==> config.mk <==
export PLATFORM = sky130hd
export DESIGN_NAME = sfd_dev_flat
export DESIGN_NICKNAME = d
export VERILOG_FILES = /design/src/sfd_pkg.sv /design/src/sfd_if.sv /design/src/sfd_dev.sv /design/src/flat_wrapper.sv
export VERILOG_INCLUDE_DIRS = /design/src /design/src/src
export SDC_FILE = /design/constraint.sdc
export NUM_CORES = 1
export LEC_CHECK = 0
export ABC_CLOCK_PERIOD_IN_PS = 7300
export BUFFER_PORTS_ARGS = -buffer_cell sky130_fd_sc_hd__buf_2
export CORE_UTILIZATION = 61
export DETAILED_ROUTE_END_ITERATION = 7
export GPL_TIMING_DRIVEN = 0
export PLACE_DENSITY = 0.82
export SLEW_MARGIN = 40
export SYNTH_ARGS = -nofsm -noshare
export SYNTH_HDL_FRONTEND = slang
export SYNTH_SLANG_ARGS = --single-unit
==> constraint.sdc <==
create_clock -name clk -period 7.3 [get_ports clk]
set_clock_uncertainty 0.15 [all_clocks]
set_input_delay 1.095 -clock clk [delete_from_list [all_inputs] [get_ports clk]]
set_output_delay 1.095 -clock clk [all_outputs]
set_load 0.02 [all_outputs]
==> src/sfd_map.svh <==
/*
 Offsets, opcodes, identity values and timing counts of the serial flash
 command decoder and its host end.
 Assumes it is included by bare name from the package and the modules.
*/
`ifndef SFD_MAP_SVH
`define SFD_MAP_SVH

// Opcodes.
`define SFD_OP_READ 8'h03
`define SFD_OP_FAST 8'h0b
`define SFD_OP_STAT_RD 8'h05
`define SFD_OP_ID_A 8'h90
`define SFD_OP_ID_B 8'hab
`define SFD_OP_SECT 8'h20
`define SFD_OP_BLK_A 8'h52
`define SFD_OP_BLK_B 8'hd8
`define SFD_OP_CHIP_A 8'h60
`define SFD_OP_CHIP_B 8'hc7
`define SFD_OP_PROG 8'h02
`define SFD_OP_AAI 8'haf
`define SFD_OP_UNLOCK 8'h50
`define SFD_OP_STAT_WR 8'h01
`define SFD_OP_SET_WL 8'h06
`define SFD_OP_CLR_WL 8'h04

// Framing.
`define SFD_BIT_LAST 3'h7
`define SFD_ADDR_LAST 2'h2
`define SFD_ADDR_TOP 24'hffffff

// Identification bytes; the values are arbitrary.
`define SFD_MAN_ID 8'h5a
`define SFD_DEV_ID 8'h3c

// Host timing: clock cycles per half period of the serial clock, and command FIFO depth.
`define SFD_HALF_DEF 6
`define SFD_HALF_MIN 5
`define SFD_FIFO_DEPTH 8

`endif

==> src/sfd_pkg.sv <==
/*
 Types shared by both ends: state enums and the opcode property table.
 Assumes sfd_map.svh is on the include path.
*/
`include "sfd_map.svh"

package sfd_pkg;

   typedef enum logic [7:0] {
      DEV_IDLE = 8'h01,
      DEV_OPC = 8'h02,
      DEV_ADDR = 8'h04,
      DEV_DUMMY = 8'h08,
      DEV_DIN = 8'h10,
      DEV_DONE = 8'h20,
      DEV_OUT = 8'h40,
      DEV_IGN = 8'h80
   } sfd_dev_state_t;

   typedef enum logic [4:0] {
      HST_IDLE = 5'h01,
      HST_LOW = 5'h02,
      HST_HIGH = 5'h04,
      HST_END = 5'h08,
      HST_GAP = 5'h10
   } sfd_host_state_t;

   typedef struct packed {
      logic known;
      logic has_addr;
      logic dummy;
      logic has_data;
      logic is_read;
      logic needs_wel;
   } sfd_op_info_t;

   function automatic sfd_op_info_t op_info(input logic [7:0] op);
      sfd_op_info_t i;
      i = '0;
      i.known = 1'b1;
      case (op)
         `SFD_OP_READ: begin
            i.has_addr = 1'b1;
            i.is_read = 1'b1;
         end
         `SFD_OP_FAST, `SFD_OP_ID_A, `SFD_OP_ID_B: begin
            i.has_addr = 1'b1;
            i.dummy = 1'b1;
            i.is_read = 1'b1;
         end
         `SFD_OP_STAT_RD: i.is_read = 1'b1;
         `SFD_OP_SECT, `SFD_OP_BLK_A, `SFD_OP_BLK_B: begin
            i.has_addr = 1'b1;
            i.needs_wel = 1'b1;
         end
         `SFD_OP_CHIP_A, `SFD_OP_CHIP_B: i.needs_wel = 1'b1;
         `SFD_OP_PROG, `SFD_OP_AAI: begin
            i.has_addr = 1'b1;
            i.has_data = 1'b1;
            i.needs_wel = 1'b1;
         end
         `SFD_OP_STAT_WR: i.has_data = 1'b1;
         `SFD_OP_UNLOCK, `SFD_OP_SET_WL, `SFD_OP_CLR_WL: i.known = 1'b1;
         default: i.known = 1'b0;
      endcase
      return i;
   endfunction

endpackage

==> src/sfd_if.sv <==
/*
 Serial link between the flash command decoder and its host.
 Assumes a pull-up on the data-out line: it reads high while undriven.
*/
`timescale 1ns/1ps

interface sfd_if;
   logic sck;
   logic cs_n;
   logic mosi;
   logic miso;
   logic miso_oe;
   wire logic miso_line;

   assign miso_line = miso_oe ? miso : 1'b1;

   modport dev (input sck, input cs_n, input mosi, output miso,
      output miso_oe);
   modport host (output sck, output cs_n, output mosi, input miso_line);
endinterface

==> src/sfd_dev.sv <==
/*
 Device end of the serial flash command decoder, plus the pin synchroniser
 shared with the host end.
 Assumes the link pins are asynchronous to clk and the serial clock is at
 most about a tenth of clk; read data arrives combinationally on rd_data.
*/
// Overview of operation
// - every bus cycle is eight serial clocks
// - program and erase need the write latch set
// - chip select falling edge starts a new opcode
// - input sampled on serial clock rise, MSB first
// - host frames instruction; deselect triggers execution
// - read types stream output until deselect
// - opcode, address and data go MSB first
// - read opcodes 03, 0B, 05, 90, AB
// - write opcodes 20, 52, D8, 60, C7, 02, AF
// - opcodes 50, 01, 06, 04 take no address
// - three address bytes, high byte first
// - fast read waits one dummy byte
// - status write applies only right after unlock
// - address bit zero picks manufacturer or device code
`timescale 1ns/1ps
`include "sfd_map.svh"

////////////////////////////////////////////////////////////////////////////
/* Three-stage synchroniser; the output follows once stages two and three
   agree. */
module sfd_sync #(
   parameter int W = 1,
   parameter logic [W-1:0] INIT = '0
) (
   input wire logic clk,
   input wire logic rst,
   input wire logic [W-1:0] d,
   output logic [W-1:0] q
);
   logic [W-1:0] s1_reg;
   logic [W-1:0] s2_reg;
   logic [W-1:0] s3_reg;
   wire logic [W-1:0] agree = ~(s2_reg ^ s3_reg);

   always_ff @(posedge clk) begin
      if (rst) begin
         s1_reg <= INIT;
         s2_reg <= INIT;
         s3_reg <= INIT;
         q <= INIT;
      end else begin
         s1_reg <= d;
         s2_reg <= s1_reg;
         s3_reg <= s2_reg;
         q <= (agree & s3_reg) | (~agree & q);
      end
   end
endmodule

////////////////////////////////////////////////////////////////////////////
module sfd_dev #(
   parameter logic [7:0] MAN_ID = `SFD_MAN_ID,
   parameter logic [7:0] DEV_ID = `SFD_DEV_ID
) (
   input wire logic clk,
   input wire logic rst,
   sfd_if.dev link,
   input wire logic busy,
   input wire logic [5:0] status_hi,
   input wire logic [7:0] rd_data,
   output logic [23:0] rd_addr,
   output logic op_valid,
   output logic [7:0] op_code,
   output logic [23:0] op_addr,
   output logic [7:0] op_data,
   output logic wel,
   output logic aai_mode
);
   sfd_pkg::sfd_dev_state_t state_reg, state_next;
   logic [2:0] sck_cs_mosi;
   logic sck_d_reg;
   logic cs_d_reg;
   logic [2:0] bit_reg;
   logic [1:0] abyte_reg;
   logic [7:0] sh_reg;
   logic [7:0] cmd_reg;
   logic [23:0] addr_reg;
   logic [7:0] data_reg;
   logic [7:0] out_reg;
   logic load_pend_reg;
   logic unlock_reg;

   sfd_sync #(.W(3), .INIT(3'h2)) pin_sync (
      .clk(clk),
      .rst(rst),
      .d({link.sck, link.cs_n, link.mosi}),
      .q(sck_cs_mosi)
   );

   wire logic sck_q = sck_cs_mosi[2];
   wire logic cs_q = sck_cs_mosi[1];
   wire logic mosi_q = sck_cs_mosi[0];
   wire logic cs_fall = ~cs_q & cs_d_reg;
   wire logic cs_rise = cs_q & ~cs_d_reg;
   wire logic sck_rise = sck_q & ~sck_d_reg & ~cs_q;
   wire logic sck_fall = ~sck_q & sck_d_reg & ~cs_q;
   wire logic byte_done = sck_rise & (bit_reg == `SFD_BIT_LAST);
   wire logic [7:0] in_byte = {sh_reg[6:0], mosi_q};
   wire sfd_pkg::sfd_op_info_t in_info = sfd_pkg::op_info(in_byte);
   wire sfd_pkg::sfd_op_info_t cmd_info = sfd_pkg::op_info(cmd_reg);
   wire logic busy_block = busy & (in_byte != `SFD_OP_STAT_RD);
   wire logic wel_block = in_info.needs_wel & ~wel;
   wire logic op_ok = in_info.known & ~busy_block & ~wel_block;
   wire logic aai_next = (in_byte == `SFD_OP_AAI) & aai_mode;
   wire logic is_id = (cmd_reg == `SFD_OP_ID_A) | (cmd_reg == `SFD_OP_ID_B);
   wire logic is_stat = cmd_reg == `SFD_OP_STAT_RD;
   wire logic exec = cs_rise & (state_reg == sfd_pkg::DEV_DONE);
   wire logic exec_ok = exec & ((cmd_reg != `SFD_OP_STAT_WR) | unlock_reg);
   wire logic is_aai = cmd_reg == `SFD_OP_AAI;
   wire logic aai_top = is_aai & (addr_reg == `SFD_ADDR_TOP);
   wire logic wel_clr = (cmd_reg == `SFD_OP_CLR_WL) | aai_top
      | (cmd_info.needs_wel & ~is_aai);
   wire logic load = sck_fall & load_pend_reg;
   wire logic [7:0] id_byte = addr_reg[0] ? DEV_ID : MAN_ID;
   wire logic [7:0] stat_byte = {status_hi, wel, busy};
   wire logic [7:0] load_byte = is_stat ? stat_byte
      : (is_id ? id_byte : rd_data);

   assign rd_addr = addr_reg;
   assign link.miso = out_reg[7];
   assign link.miso_oe = state_reg == sfd_pkg::DEV_OUT;

   ////////////////////////////////////////////////////////////////////////
   // Instruction sequencer.
   always_comb begin
      state_next = state_reg;
      case (state_reg)
         sfd_pkg::DEV_IDLE: state_next = sfd_pkg::DEV_IDLE;
         sfd_pkg::DEV_OPC: begin
            if (byte_done) begin
               if (!op_ok) begin
                  state_next = sfd_pkg::DEV_IGN;
               end else if (in_byte == `SFD_OP_STAT_RD) begin
                  state_next = sfd_pkg::DEV_OUT;
               end else if (aai_next) begin
                  state_next = sfd_pkg::DEV_DIN;
               end else if (in_info.has_addr) begin
                  state_next = sfd_pkg::DEV_ADDR;
               end else if (in_info.has_data) begin
                  state_next = sfd_pkg::DEV_DIN;
               end else begin
                  state_next = sfd_pkg::DEV_DONE;
               end
            end
         end
         sfd_pkg::DEV_ADDR: begin
            if (byte_done && abyte_reg == `SFD_ADDR_LAST) begin
               if (cmd_info.dummy) begin
                  state_next = sfd_pkg::DEV_DUMMY;
               end else if (cmd_info.is_read) begin
                  state_next = sfd_pkg::DEV_OUT;
               end else if (cmd_info.has_data) begin
                  state_next = sfd_pkg::DEV_DIN;
               end else begin
                  state_next = sfd_pkg::DEV_DONE;
               end
            end
         end
         sfd_pkg::DEV_DUMMY: begin
            if (byte_done) begin
               state_next = sfd_pkg::DEV_OUT;
            end
         end
         sfd_pkg::DEV_DIN: begin
            if (byte_done) begin
               state_next = sfd_pkg::DEV_DONE;
            end
         end
         sfd_pkg::DEV_DONE: state_next = sfd_pkg::DEV_DONE;
         sfd_pkg::DEV_OUT: state_next = sfd_pkg::DEV_OUT;
         sfd_pkg::DEV_IGN: state_next = sfd_pkg::DEV_IGN;
         default: state_next = sfd_pkg::DEV_IDLE;
      endcase
      if (cs_rise) begin
         state_next = sfd_pkg::DEV_IDLE;
      end
      if (cs_fall) begin
         state_next = sfd_pkg::DEV_OPC;
      end
   end

   always_ff @(posedge clk) begin
      if (rst) begin
         state_reg <= sfd_pkg::DEV_IDLE;
         sck_d_reg <= 1'b0;
         cs_d_reg <= 1'b1;
      end else begin
         state_reg <= state_next;
         sck_d_reg <= sck_q;
         cs_d_reg <= cs_q;
      end
   end

   ////////////////////////////////////////////////////////////////////////
   // Input shifting and field capture.
   always_ff @(posedge clk) begin
      if (rst) begin
         bit_reg <= '0;
         abyte_reg <= '0;
         sh_reg <= '0;
         cmd_reg <= '0;
         data_reg <= '0;
      end else if (cs_fall) begin
         bit_reg <= '0;
         abyte_reg <= '0;
      end else if (sck_rise) begin
         bit_reg <= bit_reg + 3'h1;
         sh_reg <= in_byte;
         if (byte_done && state_reg == sfd_pkg::DEV_OPC) begin
            cmd_reg <= in_byte;
         end
         if (byte_done && state_reg == sfd_pkg::DEV_ADDR) begin
            abyte_reg <= abyte_reg + 2'h1;
         end
         if (byte_done && state_reg == sfd_pkg::DEV_DIN) begin
            data_reg <= in_byte;
         end
      end
   end

   always_ff @(posedge clk) begin
      if (rst) begin
         addr_reg <= '0;
      end else if (byte_done && state_reg == sfd_pkg::DEV_ADDR) begin
         addr_reg <= {addr_reg[15:0], in_byte};
      end else if ((load && !is_stat) || (exec_ok && is_aai)) begin
         addr_reg <= addr_reg + 24'h1;
      end
   end

   ////////////////////////////////////////////////////////////////////////
   // Output shifting: a byte is loaded at the fall after the last input
   // bit so that its top bit is valid before the host samples it at its next fall.
   always_ff @(posedge clk) begin
      if (rst) begin
         out_reg <= '0;
         load_pend_reg <= 1'b0;
      end else begin
         if (cs_rise || cs_fall) begin
            load_pend_reg <= 1'b0;
         end else if (byte_done && state_next == sfd_pkg::DEV_OUT) begin
            load_pend_reg <= 1'b1;
         end else if (load) begin
            load_pend_reg <= 1'b0;
         end
         if (load) begin
            out_reg <= load_byte;
         end else if (sck_fall && state_reg == sfd_pkg::DEV_OUT) begin
            out_reg <= {out_reg[6:0], 1'b0};
         end
      end
   end

   ////////////////////////////////////////////////////////////////////////
   // Execution at deselect.
   always_ff @(posedge clk) begin
      if (rst) begin
         wel <= 1'b0;
         aai_mode <= 1'b0;
         unlock_reg <= 1'b0;
         op_valid <= 1'b0;
         op_code <= '0;
         op_addr <= '0;
         op_data <= '0;
      end else begin
         op_valid <= exec_ok;
         if (exec_ok) begin
            op_code <= cmd_reg;
            op_addr <= addr_reg;
            op_data <= data_reg;
         end
         if (cs_rise) begin
            unlock_reg <= exec & (cmd_reg == `SFD_OP_UNLOCK);
         end
         if (exec_ok && cmd_reg == `SFD_OP_SET_WL) begin
            wel <= 1'b1;
         end else if (exec_ok && wel_clr) begin
            wel <= 1'b0;
         end
         if (exec_ok && is_aai && !aai_top) begin
            aai_mode <= 1'b1;
         end else if (exec_ok && (cmd_reg == `SFD_OP_CLR_WL || aai_top)) begin
            aai_mode <= 1'b0;
         end
      end
   end
endmodule

==> src/flat_wrapper.sv <==
// flat-port wrapper written by rule: the top's interface ports become plain ports
module sfd_dev_flat 
#(
   parameter logic [7:0] MAN_ID = `SFD_MAN_ID,
   parameter logic [7:0] DEV_ID = `SFD_DEV_ID
)
  (clk, rst, busy, status_hi, rd_data, rd_addr, op_valid, op_code, op_addr, op_data, wel, aai_mode, link_sck, link_cs_n, link_mosi, link_miso, link_miso_oe);
  sfd_if link_i ();
  input wire logic clk;
  input wire logic rst;
  input wire logic busy;
  input wire logic [5:0] status_hi;
  input wire logic [7:0] rd_data;
  output logic [23:0] rd_addr;
  output logic op_valid;
  output logic [7:0] op_code;
  output logic [23:0] op_addr;
  output logic [7:0] op_data;
  output logic wel;
  output logic aai_mode;
  input wire logic [$bits(link_i.sck)-1:0] link_sck;
  input wire logic [$bits(link_i.cs_n)-1:0] link_cs_n;
  input wire logic [$bits(link_i.mosi)-1:0] link_mosi;
  output wire logic [$bits(link_i.miso)-1:0] link_miso;
  output wire logic [$bits(link_i.miso_oe)-1:0] link_miso_oe;
  assign link_i.sck = link_sck;
  assign link_i.cs_n = link_cs_n;
  assign link_i.mosi = link_mosi;
  assign link_miso = link_i.miso;
  assign link_miso_oe = link_i.miso_oe;
  sfd_dev #(.MAN_ID(MAN_ID), .DEV_ID(DEV_ID)) u_core (.clk(clk), .rst(rst), .link(link_i), .busy(busy), .status_hi(status_hi), .rd_data(rd_data), .rd_addr(rd_addr), .op_valid(op_valid), .op_code(op_code), .op_addr(op_addr), .op_data(op_data), .wel(wel), .aai_mode(aai_mode));
endmodule
==> results.md <==
* Status: completed
* Clock Sinks at about 130
* ANT nets after route at 0
* Critical Path AT at between 2 and 2.5 ns
* Peak supply drop at between 0.1 and 0.15 mV
* Worst Max-Slew Pin Slew at about 0.75 ns
* RSZ-0062 raised after global routing: false
* Final worst path period share at 0.4662
* Htree depth at 4
* Ys flop type: dfxtp_1
* Synthesis-stage register bit count at 127
* Req. time, crit path at around 6 ns
* Global-route wire length before repair at approximately 27 mm
* Mapped Cells at 749
* Number of diodes at 0
* CTS Root Buffer Type: clkbuf_8
* Worst-path clk slew at ~0.06 ns
* Number of antenna violations at the first check in global routing at 0
* Worst-path cell chain: clkbuf_1 > nor4_4 > nand4b_1 > inv_1 > buf_2
* Rel. slew slack at 0.4975
* Drt pass-1 iters at 5
* RePlAce Congestion at just over 0.9
* Syn avg cell area at slightly above 8 um2
* Nets@finish at 881
* Hold_sp: u_core.pin_sync.s1_reg[1]$_SDFF_PP1_
* Drt drc at 0
* Max_cap viols at 0
* Final slew viol count at 0
* Drt initial violations at 500
* Post_cts resized at 0
* Vias at roughly 6000
* Crit-path max cell delay at 0.37 ns
* Clk buf depth at 2
* Inserted Clock Buffers at 17
* Largest net degree at the start of global routing at 17
* Starting Density at 0.6311
* Sequential share of the synthesized area at 0.4103
* Layout cell share with drive strength beyond 1 at 0.1878
* Die ar. at about 11000 um2
* FF-to-FF Start: u_core.cmd_reg[7]$_SDFFE_PP0P_
* Worst-Skew Late Latency at 0.52 ns
* Critical path origin: u_core.state_reg[2]$_SDFF_PP0_
* CP startpoint kind: register
* Worst setup EP type: output port
* Global Route Usage Sum at 0.3314
* EDFF count, synth at 0
* Port buffer count at a little under 90
* Hold Path Class: reg -> reg
* DP HPWL at about 12 mm
* Final setup fails at 0
* # rows at 36
* Final Hold Fails at 0
* WL per Instance at 16.84 um
* CP Class: reg -> out
* PnR Total Power at roughly 0.0016 W
* CP max stage cell: nor4_4
* Core region area at roughly 10000 um2
* Crit-path max FO at 9
* Vias in the first global route at approximately 5300
* Fillers at 740
* Clock tree from TritonCTS: done
* Drt total wl at around 17 mm
* Commonest cells after routing, fill and taps aside: dfxtp_1 (127), nand2_1 (110), nor2_1 (97)
* Post-synth cell types at 66
* Die Wd at between 100 and 150 um
* Setup TNS at 0 ns
* Commonest non-fill, non-tap cell in the layout: dfxtp_1
* Min Tclk post-route at 3.404 ns
* Max Freq at 293.8 MHz
* Vias/cell at about 6.0
* Syn Std Cell Area at approximately 6200 um2
* GR Overflow Total at 0
* Async set or reset register ratio after synthesis at 0
* Power Density at ~220 nW/um2
* Die Span Y at around 100 um
* Post-CTS Hold Fix Bufs at 0
* Post-CTS setup buffers at 0
* Layout Area Growth over Synthesis at 20.07%
* Pleak at approximately 3 nW
* Warnings, synthesis at 0
* Post-Synthesis Net Count at between 700 and 800
* I/O pins at approximately 90
[synthesized netlist by cell type, types with 3 or more instances]
cell type	instances	area [um2]
a21oi_1	70	350.3
nand2b_1	4	25.02
mux2i_1	28	280.3
a31oi_1	3	18.77
nor4b_1	5	43.79
a211oi_2	19	237.7
xor2_1	24	210.2
or4_1	4	30.03
ha_1	6	75.07
or2_2	6	37.54
inv_1	13	48.80
and3_1	6	37.54
dfxtp_1	127	2542
nor2b_1	13	81.33
nor4_1	9	56.30
nand4b_1	5	43.79
nand4_1	17	106.4
xnor2_1	5	43.79
o211ai_1	6	45.04
nor2_1	97	364.1
a22o_1	3	26.28
clkbuf_1	44	165.2
a211oi_1	6	45.04
a41oi_1	3	26.28
o21ai_0	11	55.05
and4_1	7	61.31
nand2_1	110	412.9
buf_6	5	56.30
nand3_1	24	120.1
buf_2	6	30.03
and2_1	5	31.28
nor3_1	11	55.05
[worst max-delay path: cells and delay by family (launching register included)]
kind	cells	cell delay, ns
DFF	1	0.29
and+or+nand+nor	2	0.71
buffers and inverters	3	0.61
[metrics by stage]
| stage | utilization | area, um2 | setup WS, ns | std cells | hold slack, ns |
|---|---|---|---|---|---|
| final | 0.7578 | 7441 | 3.896 | 1001 | 0.2930 |
| after global routing | 0.7578 | 7441 | 3.726 | 1001 | 0.3094 |
| after CTS | 0.7578 | 7441 | 3.863 | 1001 | 0.3021 |
| after detailed placement | 0.6924 | 6799 | 4.410 | 969 | 0.2841 |
| after global placement | 0.6924 | 6799 | 4.436 | 969 | 0.2486 |
| after floorplan | - | 6197 | 4.865 | 749 | 0.2395 |
[cell type report]
type / instances / area (um2) / share of cell area
Buffer: 56 / 255.2 / 0.03430
Clock buffer: 20 / 435.4 / 0.05852
Clock inverter: 12 / 206.4 / 0.02775
Inverter: 13 / 48.80 / 0.006558
Multi-Input combinational cell: 553 / 3351 / 0.4503
Sequential cell: 127 / 2542 / 0.3417
Tap cell: 133 / 166.4 / 0.02236
Timing Repair Buffer: 87 / 435.4 / 0.05852
[path summary, 6_finish.rpt]
path         depth (start not counted)                                    to  slack (ns)
max                                  5                          link_miso_oe        3.90
min                                  1  u_core.pin_sync.s2_reg[1]$_SDFF_PP1_        0.29
max reg2reg                          8       u_core.rd_addr[10]$_SDFFE_PP0P_        4.39
min reg2reg                          1  u_core.pin_sync.s2_reg[1]$_SDFF_PP1_        0.29
[per-layer routing]
| layer | up-vias | track usage | wire (um) |
|---|---|---|---|
| met5 | - | 0 | 0 |
| met4 | 0 | 0.1083 | 277 |
| met3 | 27 | 0.06983 | 1208 |
| met2 | 293 | 0.5292 | 7877 |
| met1 | 2836 | 0.4478 | 7497 |
| li1 | 2847 | - | - |
[where the power goes]
| group | internal [W] | switching [W] | total [W] |
|---|---|---|---|
| Sequential | 0.000696 | 0.00000254 | 0.000698 |
| Clock | 0.000601 | 0.000320 | 0.000922 |
| Combinational | 0.00000982 | 0.0000194 | 0.0000292 |
[kinds of logic after synthesis]
logic type	share of synthesized area
multiplexers	0.05007
buffers and inverters	0.04906
flip-flops	0.4103
XOR/XNOR	0.04098
AO/OA/AOI/OAI	0.1613
AND/OR/NAND/NOR	0.2762
adder cells (fa/ha/maj)	0.01211
(Power assumes the default switching activity.)
